$ cat config.mk
export PLATFORM = sky130hd
export DESIGN_NAME = sttc_cmd
export DESIGN_NICKNAME = d
export VERILOG_FILES = /design/src/verilog/sttc_pkg.sv /design/src/verilog/sttc_nv_store.sv /design/src/verilog/sttc_cmd.sv
export VERILOG_INCLUDE_DIRS = /design/src /design/src/verilog
export SDC_FILE = /design/constraint.sdc
export NUM_CORES = 2
export LEC_CHECK = 0
export BUFFER_PORTS_ARGS = -buffer_cell sky130_fd_sc_hd__buf_4
export CAP_MARGIN = 0
export CORE_ASPECT_RATIO = 1.25
export CORE_UTILIZATION = 50
export CTS_CLUSTER_DIAMETER = 150
export DETAILED_ROUTE_END_ITERATION = 10
export PLACE_DENSITY = 0.75
export SLEW_MARGIN = 5
export SYNTH_ARGS = -nofsm -noshare
export SYNTH_HDL_FRONTEND = slang
export SYNTH_SLANG_ARGS = --single-unit
$ cat constraint.sdc
create_clock -name clk_sys -period 8.66 [get_ports clk_sys]
set_clock_uncertainty 0.15 [all_clocks]
set_input_delay 1.299 -clock clk_sys [delete_from_list [all_inputs] [get_ports clk_sys]]
set_output_delay 1.299 -clock clk_sys [all_outputs]
set_load 0.02 [all_outputs]
$ cat src/verilog/sttc_defs.svh
/*
 sttc_defs.svh: named constants of the total-configuration store block,
 frame byte positions, store layout, register offsets and field bits.
 Assumes inclusion by its bare name from the block's design files.
*/
`ifndef STTC_DEFS_SVH
`define STTC_DEFS_SVH

// command frame layout
`define STTC_CMD_STORE     8'h3A
`define STTC_FB_CMD        8'h00
`define STTC_FB_ZERO       8'h01
`define STTC_FB_FIRST      8'h02
`define STTC_FB_CFG        8'h0A
`define STTC_FB_PARAM      8'h8A
`define STTC_FB_PARAM_END  8'hA9
`define STTC_ZERO_BYTE     8'h00

// store layout (store index = frame byte - 2)
`define STTC_ST_LAST       8'hA9
`define STTC_ST_PARAM      8'h88
`define STTC_ST_FLAG1      8'hA8
`define STTC_ST_FLAG2      8'hA9

// profile whose parameters the master manages itself
`define STTC_PROFILE_74    8'h47
`define STTC_MANAGED_PARAM 4'hF
`define STTC_FW_V3         8'h03

// parameter walk over all 64 slots
`define STTC_NIB_LAST      6'h3F
`define STTC_RSVD_MASK     64'h0000_0001_0000_0001
`define STTC_FLAG_A_BIT    0

// register map (byte addresses)
`define STTC_A_CTRL        12'h100
`define STTC_A_STATUS      12'h104
`define STTC_A_FLAGS       12'h108
`define STTC_A_MAP_A       12'h10C
`define STTC_A_MAP_B       12'h110

// control and status bits
`define STTC_CTRL_GO       0
`define STTC_CTRL_PROT     1
`define STTC_CTRL_BOOT     2
`define STTC_STS_BUSY      0
`define STTC_STS_DONE      1
`define STTC_STS_ERR_CMD   2
`define STTC_STS_ERR_ZERO  3
`define STTC_STS_ERR_REF   4
`define STTC_STS_BOOT      5

`endif

$ cat src/verilog/sttc_pkg.sv
/*
 sttc_pkg: types of the total-configuration store block.
 Assumes nothing beyond a SystemVerilog compiler.
*/
`default_nettype none
package sttc_pkg;
	// sequencer states
	typedef enum logic [1:0] {ST_IDLE, ST_CHECK, ST_COPY, ST_BOOT} sttc_state_t;

	// whole state of the command block
	typedef struct packed {
		sttc_state_t state;     // sequencer state
		logic [7:0]  idx;       // store byte being written
		logic [5:0]  nib;       // parameter slot walked at start-up
		logic        boot_pend; // start-up walk requested
		logic        prot;      // protected operation selected
		logic        done;      // last job finished
		logic        err_cmd;   // wrong command code
		logic        err_zero;  // byte 1 not zero
		logic        err_ref;   // refused in protected operation
		logic        pv;        // parameter offered to the slave side
		logic [5:0]  paddr;     // slot of offered parameter
		logic [3:0]  pval;      // offered parameter value
		logic        dp_valid;  // ahb data phase pending
		logic        dp_write;  // pending phase is a write
		logic [11:0] dp_addr;   // pending phase address
	} sttc_regs_t;
endpackage
`default_nettype wire

$ cat src/verilog/sttc_nv_store.sv
/*
 sttc_nv_store: non-volatile expected-configuration store, one byte per
 stored frame byte, with decoded bitmap and flag views.
 Assumes a single writer and the system clock; content survives rst.
*/
`timescale 1ns/1ns
`default_nettype none
`include "sttc_defs.svh"
module sttc_nv_store #(
	parameter int BYTES = 170 // stored frame bytes 2..171
) (
	input  wire logic        clk_sys, // system clock
	input  wire logic        ce,      // clock enable
	input  wire logic        we,      // byte write strobe
	input  wire logic [7:0]  waddr,   // byte index to write
	input  wire logic [7:0]  wdata,   // byte to write
	input  wire logic [7:0]  raddr,   // byte index to read
	output logic      [7:0]  rdata,   // byte read
	output logic      [63:0] bitmap,  // configured slaves, a then b
	output logic      [15:0] flags    // stored flag bytes 2 and 1
);
	// storage cells, blank after power-up
	logic [7:0] mem [BYTES];

	if (BYTES < 170) begin : g_bad_depth
		$error("store too small for a full configuration");
	end

	// power-up content of a blank part
	initial begin
		for (int i = 0; i < BYTES; i++) begin
			mem[i] = `STTC_ZERO_BYTE;
		end
	end

	// writes replace the old byte; rst leaves them alone
	always_ff @(posedge clk_sys) begin
		if (ce && we) begin
			mem[waddr] <= wdata;
		end
	end

	// read port and flag view
	assign rdata = mem[raddr];
	assign flags = {mem[`STTC_ST_FLAG2], mem[`STTC_ST_FLAG1]};

	// address i sits in byte i/8, from bit 7 down
	always_comb begin
		for (int i = 0; i < 64; i++) begin
			bitmap[i] = mem[i / 8][7 - (i % 8)];
		end
	end
endmodule // sttc_nv_store
`default_nettype wire

$ cat src/verilog/sttc_cmd.sv
/*
 sttc_cmd: ahb-lite command block that takes the store-total-configuration
 job frame, checks it and commits it to the non-volatile store, then
 serves bitmap, flags and start-up parameter delivery.
 Assumes one ahb-lite master, word transfers only, synchronous inputs.
*/
`timescale 1ns/1ns
`default_nettype none
`include "sttc_defs.svh"
module sttc_cmd #(
	parameter int         FRAME_WORDS = 55,   // frame window in words
	parameter logic [7:0] FW_MAJOR    = 8'h03 // firmware major revision
) (
	input  wire logic        clk_sys,        // system clock, 50 MHz
	input  wire logic        rst,            // sync reset, active high
	input  wire logic        ce,             // clock enable, freezes all
	input  wire logic        hsel,           // ahb slave select
	input  wire logic [31:0] haddr,          // ahb address
	input  wire logic [1:0]  htrans,         // ahb transfer type
	input  wire logic        hwrite,         // ahb write
	input  wire logic [2:0]  hsize,          // ahb size, word only
	input  wire logic [31:0] hwdata,         // ahb write data
	input  wire logic        hready,         // ahb bus ready
	output logic             hreadyout,      // ahb slave ready
	output logic             hresp,          // ahb response, always okay
	output logic      [31:0] hrdata,         // ahb read data
	output logic      [63:0] slave_activate, // slaves allowed to run
	output logic      [15:0] op_flags,       // stored start-up flags
	output logic             flag_a,         // flag_a flag
	output logic             param_valid,    // parameter offered
	output logic      [5:0]  param_addr,     // slot, bit 5 = b slave
	output logic      [3:0]  param_value,    // parameter to send
	input  wire logic        param_ready     // slave side takes it
);
	import sttc_pkg::*;

	if (FRAME_WORDS < 43 || FRAME_WORDS > 64) begin : g_bad_frame
		$error("frame window must hold 172 to 256 bytes");
	end

	// state and its next value
	sttc_regs_t s_reg;
	sttc_regs_t s_next;
	// job frame as written by the host
	logic [31:0] frame_mem [FRAME_WORDS];

	// store port
	logic        st_we;    // store write strobe
	logic [7:0]  st_wdata; // byte to store
	logic [7:0]  st_raddr; // byte to read
	logic [7:0]  st_rdata; // byte read
	logic [63:0] st_map;   // stored bitmap
	// decode helpers
	logic        ap;       // address phase taken
	logic        wr;       // write data phase now
	logic        ctrl_wr;  // control register written
	logic        frame_wr; // frame word written
	logic        frame_hit;// pending address inside frame
	logic [7:0]  f;        // frame byte being copied
	logic        in_par;   // copied byte is a parameter byte
	logic [5:0]  n_hi;     // slot in high nibble
	logic [5:0]  n_lo;     // slot in low nibble
	logic        p74_hi;   // high slot managed by master
	logic        p74_lo;   // low slot managed by master
	logic        job_ok;   // checked job may be stored

	// one frame byte; first byte of a word in bits 7..0
	function automatic logic [7:0] fbyte(input logic [7:0] i);
		return frame_mem[i[7:2]][{i[1:0], 3'b000} +: 8];
	endfunction

	// slot uses profile 7.4 (cfg byte at 10 + 2n)
	function automatic logic is_p74(input logic [5:0] n);
		return fbyte(`STTC_FB_CFG + {1'b0, n, 1'b0}) == `STTC_PROFILE_74;
	endfunction

	// bus decode
	assign ap        = hsel && htrans[1] && hready;
	assign wr        = s_reg.dp_valid && s_reg.dp_write;
	assign ctrl_wr   = wr && (s_reg.dp_addr == `STTC_A_CTRL);
	assign frame_hit = s_reg.dp_addr[11:2] < 10'(FRAME_WORDS);
	// frame is locked while a job runs
	assign frame_wr  = wr && frame_hit && (s_reg.state == ST_IDLE);
	assign hreadyout = ce;
	assign hresp     = 1'b0;

	// copy path: frame byte idx + 2 lands in store byte idx
	assign f      = s_reg.idx + `STTC_FB_FIRST;
	assign in_par = (f >= `STTC_FB_PARAM) && (f <= `STTC_FB_PARAM_END);
	assign n_hi   = {f[4:0] - 5'(`STTC_FB_PARAM), 1'b0};
	assign n_lo   = {f[4:0] - 5'(`STTC_FB_PARAM), 1'b1};
	// reserved slot 0 / 0b carries no slave
	assign p74_hi = in_par && (n_hi[4:0] != 5'h00) && is_p74(n_hi);
	assign p74_lo = in_par && is_p74(n_lo);

	// managed nibbles replaced, others stored as received
	always_comb begin
		st_wdata = fbyte(f);
		if (p74_hi) begin
			st_wdata[7:4] = `STTC_MANAGED_PARAM;
		end
		if (p74_lo) begin
			st_wdata[3:0] = `STTC_MANAGED_PARAM;
		end
	end

	// protected job allowed only from firmware v3 on
	assign job_ok = !s_reg.prot || (FW_MAJOR >= `STTC_FW_V3);

	// parameter byte of the walked slot (store byte 136 + n/2 for a and b)
	assign st_raddr = `STTC_ST_PARAM + {3'b000, s_reg.nib[5:1]};

	// sequencer and bus bookkeeping
	always_comb begin
		s_next = s_reg;
		st_we  = 1'b0;
		// address phase capture
		s_next.dp_valid = ap;
		if (ap) begin
			s_next.dp_write = hwrite;
			s_next.dp_addr  = haddr[11:0];
		end
		// mode bit
		if (ctrl_wr) begin
			s_next.prot = hwdata[`STTC_CTRL_PROT];
		end
		unique case (s_reg.state)
			ST_IDLE: begin
				// a new job wins over a pending start-up
				if (ctrl_wr && hwdata[`STTC_CTRL_GO]) begin
					s_next.state    = ST_CHECK;
					s_next.done     = 1'b0;
					s_next.err_cmd  = 1'b0;
					s_next.err_zero = 1'b0;
					s_next.err_ref  = 1'b0;
				end else if (s_reg.boot_pend) begin
					s_next.state     = ST_BOOT;
					s_next.nib       = 6'h00;
					s_next.boot_pend = 1'b0;
				end
			end
			ST_CHECK: begin
				s_next.state = ST_IDLE;
				if (fbyte(`STTC_FB_CMD) != `STTC_CMD_STORE) begin
					s_next.err_cmd = 1'b1;
					s_next.done    = 1'b1;
				end else if (fbyte(`STTC_FB_ZERO) != `STTC_ZERO_BYTE) begin
					s_next.err_zero = 1'b1;
					s_next.done     = 1'b1;
				end else if (!job_ok) begin
					s_next.err_ref = 1'b1;
					s_next.done    = 1'b1;
				end else begin
					s_next.state = ST_COPY;
					s_next.idx   = 8'h00;
				end
			end
			ST_COPY: begin
				// one byte per cycle overwrites the old config
				st_we = 1'b1;
				if (s_reg.idx == `STTC_ST_LAST) begin
					s_next.state = ST_IDLE;
					s_next.done  = 1'b1;
				end else begin
					s_next.idx = s_reg.idx + 8'h01;
				end
			end
			ST_BOOT: begin
				if (s_reg.pv) begin
					// hold the offer until the slave side takes it
					if (param_ready) begin
						s_next.pv = 1'b0;
						if (s_reg.nib == `STTC_NIB_LAST) begin
							s_next.state = ST_IDLE;
						end else begin
							s_next.nib = s_reg.nib + 6'h01;
						end
					end
				end else if (s_reg.nib[4:0] == 5'h00) begin
					// reserved slots 0 and 0b are skipped
					s_next.nib = s_reg.nib + 6'h01;
				end else begin
					// even slot in high nibble, odd in low
					s_next.pv    = 1'b1;
					s_next.paddr = s_reg.nib;
					s_next.pval  = s_reg.nib[0] ? st_rdata[3:0] : st_rdata[7:4];
				end
			end
		endcase
		// start-up request, set after the idle clear
		if (ctrl_wr && hwdata[`STTC_CTRL_BOOT]) begin
			s_next.boot_pend = 1'b1;
		end
	end

	// state register; a start-up walk follows reset
	always_ff @(posedge clk_sys) begin
		if (rst) begin
			s_reg           <= '0;
			s_reg.state     <= ST_IDLE;
			s_reg.boot_pend <= 1'b1;
		end else if (ce) begin
			s_reg <= s_next;
		end
	end

	// frame words from the host
	always_ff @(posedge clk_sys) begin
		if (ce && frame_wr) begin
			frame_mem[s_reg.dp_addr[7:2]] <= hwdata;
		end
	end

	// read mux, unmapped reads as zero
	always_comb begin
		hrdata = 32'h0000_0000;
		if (s_reg.dp_valid && !s_reg.dp_write) begin
			if (frame_hit) begin
				hrdata = frame_mem[s_reg.dp_addr[7:2]];
			end else begin
				unique case (s_reg.dp_addr)
					`STTC_A_CTRL: hrdata[`STTC_CTRL_PROT] = s_reg.prot;
					`STTC_A_STATUS: begin
						hrdata[`STTC_STS_BUSY]     = s_reg.state != ST_IDLE;
						hrdata[`STTC_STS_DONE]     = s_reg.done;
						hrdata[`STTC_STS_ERR_CMD]  = s_reg.err_cmd;
						hrdata[`STTC_STS_ERR_ZERO] = s_reg.err_zero;
						hrdata[`STTC_STS_ERR_REF]  = s_reg.err_ref;
						hrdata[`STTC_STS_BOOT]     = s_reg.boot_pend;
					end
					`STTC_A_FLAGS: hrdata[15:0] = op_flags;
					`STTC_A_MAP_A: hrdata = st_map[31:0];
					`STTC_A_MAP_B: hrdata = st_map[63:32];
					default: hrdata = 32'h0000_0000;
				endcase
			end
		end
	end

	// non-volatile expected configuration
	sttc_nv_store u_store (
		.clk_sys (clk_sys),
		.ce      (ce),
		.we      (st_we),
		.waddr   (s_reg.idx),
		.wdata   (st_wdata),
		.raddr   (st_raddr),
		.rdata   (st_rdata),
		.bitmap  (st_map),
		.flags   (op_flags)
	);

	// protected: only configured; otherwise every real address
	assign slave_activate = (s_reg.prot ? st_map : ~64'h0) & ~`STTC_RSVD_MASK;
	assign flag_a         = op_flags[`STTC_FLAG_A_BIT];
	assign param_valid    = s_reg.pv;
	assign param_addr     = s_reg.paddr;
	assign param_value    = s_reg.pval;
endmodule // sttc_cmd
`default_nettype wire

==> results.toml <==
[yosys]
synth_edf_count = 2208
async_flop_share = 0
synth_cell_types = 88
synth_area_mm2 = 0.105
yosys_warnings = 0
synth_cells = 5555
seq_area_frac_synth = 0.639
synth_top_flop_cell = "edfxtp_1"
ys_seq_elements = 2260
syn_area_per_cell_um2 = 19.0

[die]
num_rows = 188
die_h_um = 515
start_util = 0.503
ios = 202
die-area_mm2 = 0.213
core_mm2 = 0.210
die_width_um = 413

[min_path]
hold_class = "reg2reg"

[critical_path]
worstSetupEndpointType = "register"
start_kind = "register"
path_class = "reg2reg"
cpPeakStageDelay_ps = 1000
crit_chain = "ha_1, nand3_2, xor2_4, buf_4, nor2_4, buf_12, a22oi_1, a21oi_1, nor4_1, nand2_1, a311o_2, buf_4"
worst_ep_required_time_ps = 9060
crit_top_cell = "buf_4"
worstPathMaxFanout = 62
critical_path_arrival_ps = 7150
cpMaxStageDelayCell = "nor4_1"

[sta]
rsz0062_at_grt = "no"
relSlewSlack = 0.153
setup_viol = 0
fin_crit_ps = 6750
final-hold-violation-count = 0
max_freq_mhz = 148
worstMarginPinSlew_ps = 1270
fin_setup_tns_ps = 0
whs_ps = 309
fin_crit_sh = 0.780
drv_slew = 0

[clock_tree]
post-cts-setup-buffers = 0
root_buffer = "clkbuf_16"
htreeDepth = 4
hold_buffers = 0
cts_buffers = 208
clockBufferDepth = 4
clock_latency_ps = 860
post_cts_resize_count = 0
cts_tree = "yes"
clkTransAtPathRegs_ps = 70
clkSinkCount = 2260

[layout]
stdcell_area_mm2 = 0.117
instances_no_fill = 8579
nets = 5739
largest_reg_flops = 1760
fin_util = 0.557
area_growth_pct = 10.9
layout-drive-gt1-share = 0.324

[pwr]
power_density_mw_per_mm2 = 188
ir_worst_vdd_mv = 0.174
p_leak_nw = 34.6

[detailed_routing]
drc = 0
finalWirelength_um = 335000
drtAntennaViolNets = 0
detailedRoute.firstPassIterationCount = 9
vias = 63469
vias_per_cell = 7.40
wire_per_inst_um = 39.0
drt_iter0_markers = 10174

[global_route]
grt_max_degree = 144
antenna_found_initial = 25
grt_util_met2 = 0.483
top_usage_layer = "met2"
grtUsageTotal = 0.314
grt-ovfl-total = 0
grt_util_met3 = 0.0880
grt_pass1_wl_um = 469000
first_global_vias = 62470
use_met1 = 0.386

[flow_run]
cap_violations = 0

[placed_design]
place_area_mm2 = 0.110
hpwl_um = 195000
gp_congestion = 0.957
numPortBuffers = 174
dp_cells = 8193

[run_status]
status = "complete, no violations"
cells in the final DEF, fill, tap and decap left out, drive strengths merged, types with 52 or more instances in the layout:
cell       n
a21oi    169
a22oi    129
buf      327
clkbuf   242
clkinv    90
dfxtp     52
edfxtp  2208
mux2i    118
mux4    1097
nand2    257
nand2b    75
nor2     224
nor3      66
o21ai     85
cells by family after synthesis:
| family | Yosys count | share of synthesized area |
|---|---|---|
| DFF | 2260 | 0.639 |
| muxes | 1257 | 0.250 |
| and+or+nand+nor | 865 | 0.0415 |
| AOI/OAI and AO/OA | 660 | 0.0432 |
| buffers and inverters | 473 | 0.0213 |
| xor gates and xnor gates | 26 | 0.00280 |
| adders and majority gates | 13 | 0.00154 |
| other | 1 | 0.0000356 |
critical path, delay by kind of cell (launching register included):
kind / cells / cell delay, ps
buf+inv: 3 / 1150
simple gates: 4 / 1710
xor+xnor: 1 / 250
flops: 1 / 770
fa+ha+maj: 1 / 830
compound gates: 3 / 1290
cell type report:
class	instances	area (µm²)
Sequential cell	2260	67400
Antenna cell	15	37.5
Clock inverter	127	1290
Timing Repair Buffer	327	2690
Tap cell	2755	3450
Fill cell	15272	92800
Multi-Input combinational cell	2824	36400
Inverter	29	116
Clock buffer	242	5410
report_power, final:
part | leakage (nW) | switching, W | internal (W)
clock network | 3.27 | 0.00406 | 0.00518
registers | 20.3 | 0.0000290 | 0.0120
logic | 11.0 | 0.000424 | 0.000220
total | 34.6 | 0.00451 | 0.0174
final timing paths:
check                                   start             endpoint  slack [ps]  cells past startpoint
worst max-delay path                s_reg[39]  u_store.mem[141][5]        1910                     12
worst min-delay path            param_addr[1]        param_addr[1]         310                      2
worst max register to register      s_reg[39]  u_store.mem[141][5]        1910                     12
worst min register to register  param_addr[1]        param_addr[1]         310                      2
cells in the mapped netlist, drive strengths merged, types with 12 or more instances:
| library cell | instances | area, µm² |
|---|---|---|
| o221ai | 13 | 114 |
| inv | 29 | 109 |
| a211oi | 44 | 330 |
| nor2b | 13 | 81.3 |
| nor4 | 19 | 119 |
| mux2i | 118 | 1180 |
| o22ai | 16 | 100 |
| clkbuf | 176 | 661 |
| nand2 | 257 | 965 |
| nand4b | 29 | 254 |
| mux4 | 1097 | 24700 |
| nor2 | 224 | 841 |
| a21oi | 169 | 846 |
| or4 | 14 | 105 |
| ha | 13 | 163 |
| nor4b | 12 | 105 |
| dfxtp | 52 | 1040 |
| nand4 | 33 | 206 |
| a22oi | 129 | 968 |
| o21ai | 85 | 425 |
| buf | 268 | 1470 |
| nand2b | 75 | 469 |
| xnor2 | 14 | 156 |
| nand3 | 50 | 278 |
| mux2 | 42 | 473 |
| a221oi | 20 | 175 |
| a2111oi | 18 | 158 |
| nor4bb | 20 | 200 |
| o211ai | 25 | 193 |
| nor3 | 66 | 330 |
| edfxtp | 2208 | 66300 |
| a22o | 20 | 175 |
| o311ai | 13 | 114 |
stage by stage:
step / setup WS (ps) / power (W)
6_report: 1910 / 0.0219
3_5_place_dp: 2270 / 0.0129
3_3_place_gp: 2300 / 0.0129
4_1_cts: 2050 / 0.0219
2_1_floorplan: 2160 / 0.0126
5_1_grt: 1990 / 0.0223
per-layer routing:
layer / vias up / part of all wire / wire length (µm)
met1: 32763 / 0.32 / 107000
met5: - / 0.00035 / 118
met3: 1212 / 0.13 / 45000
met4: 20 / 0.083 / 27800
met2: 5462 / 0.46 / 155000
li1: 24012 / - / -
No activity file was read; power rests on OpenSTA's default activity.
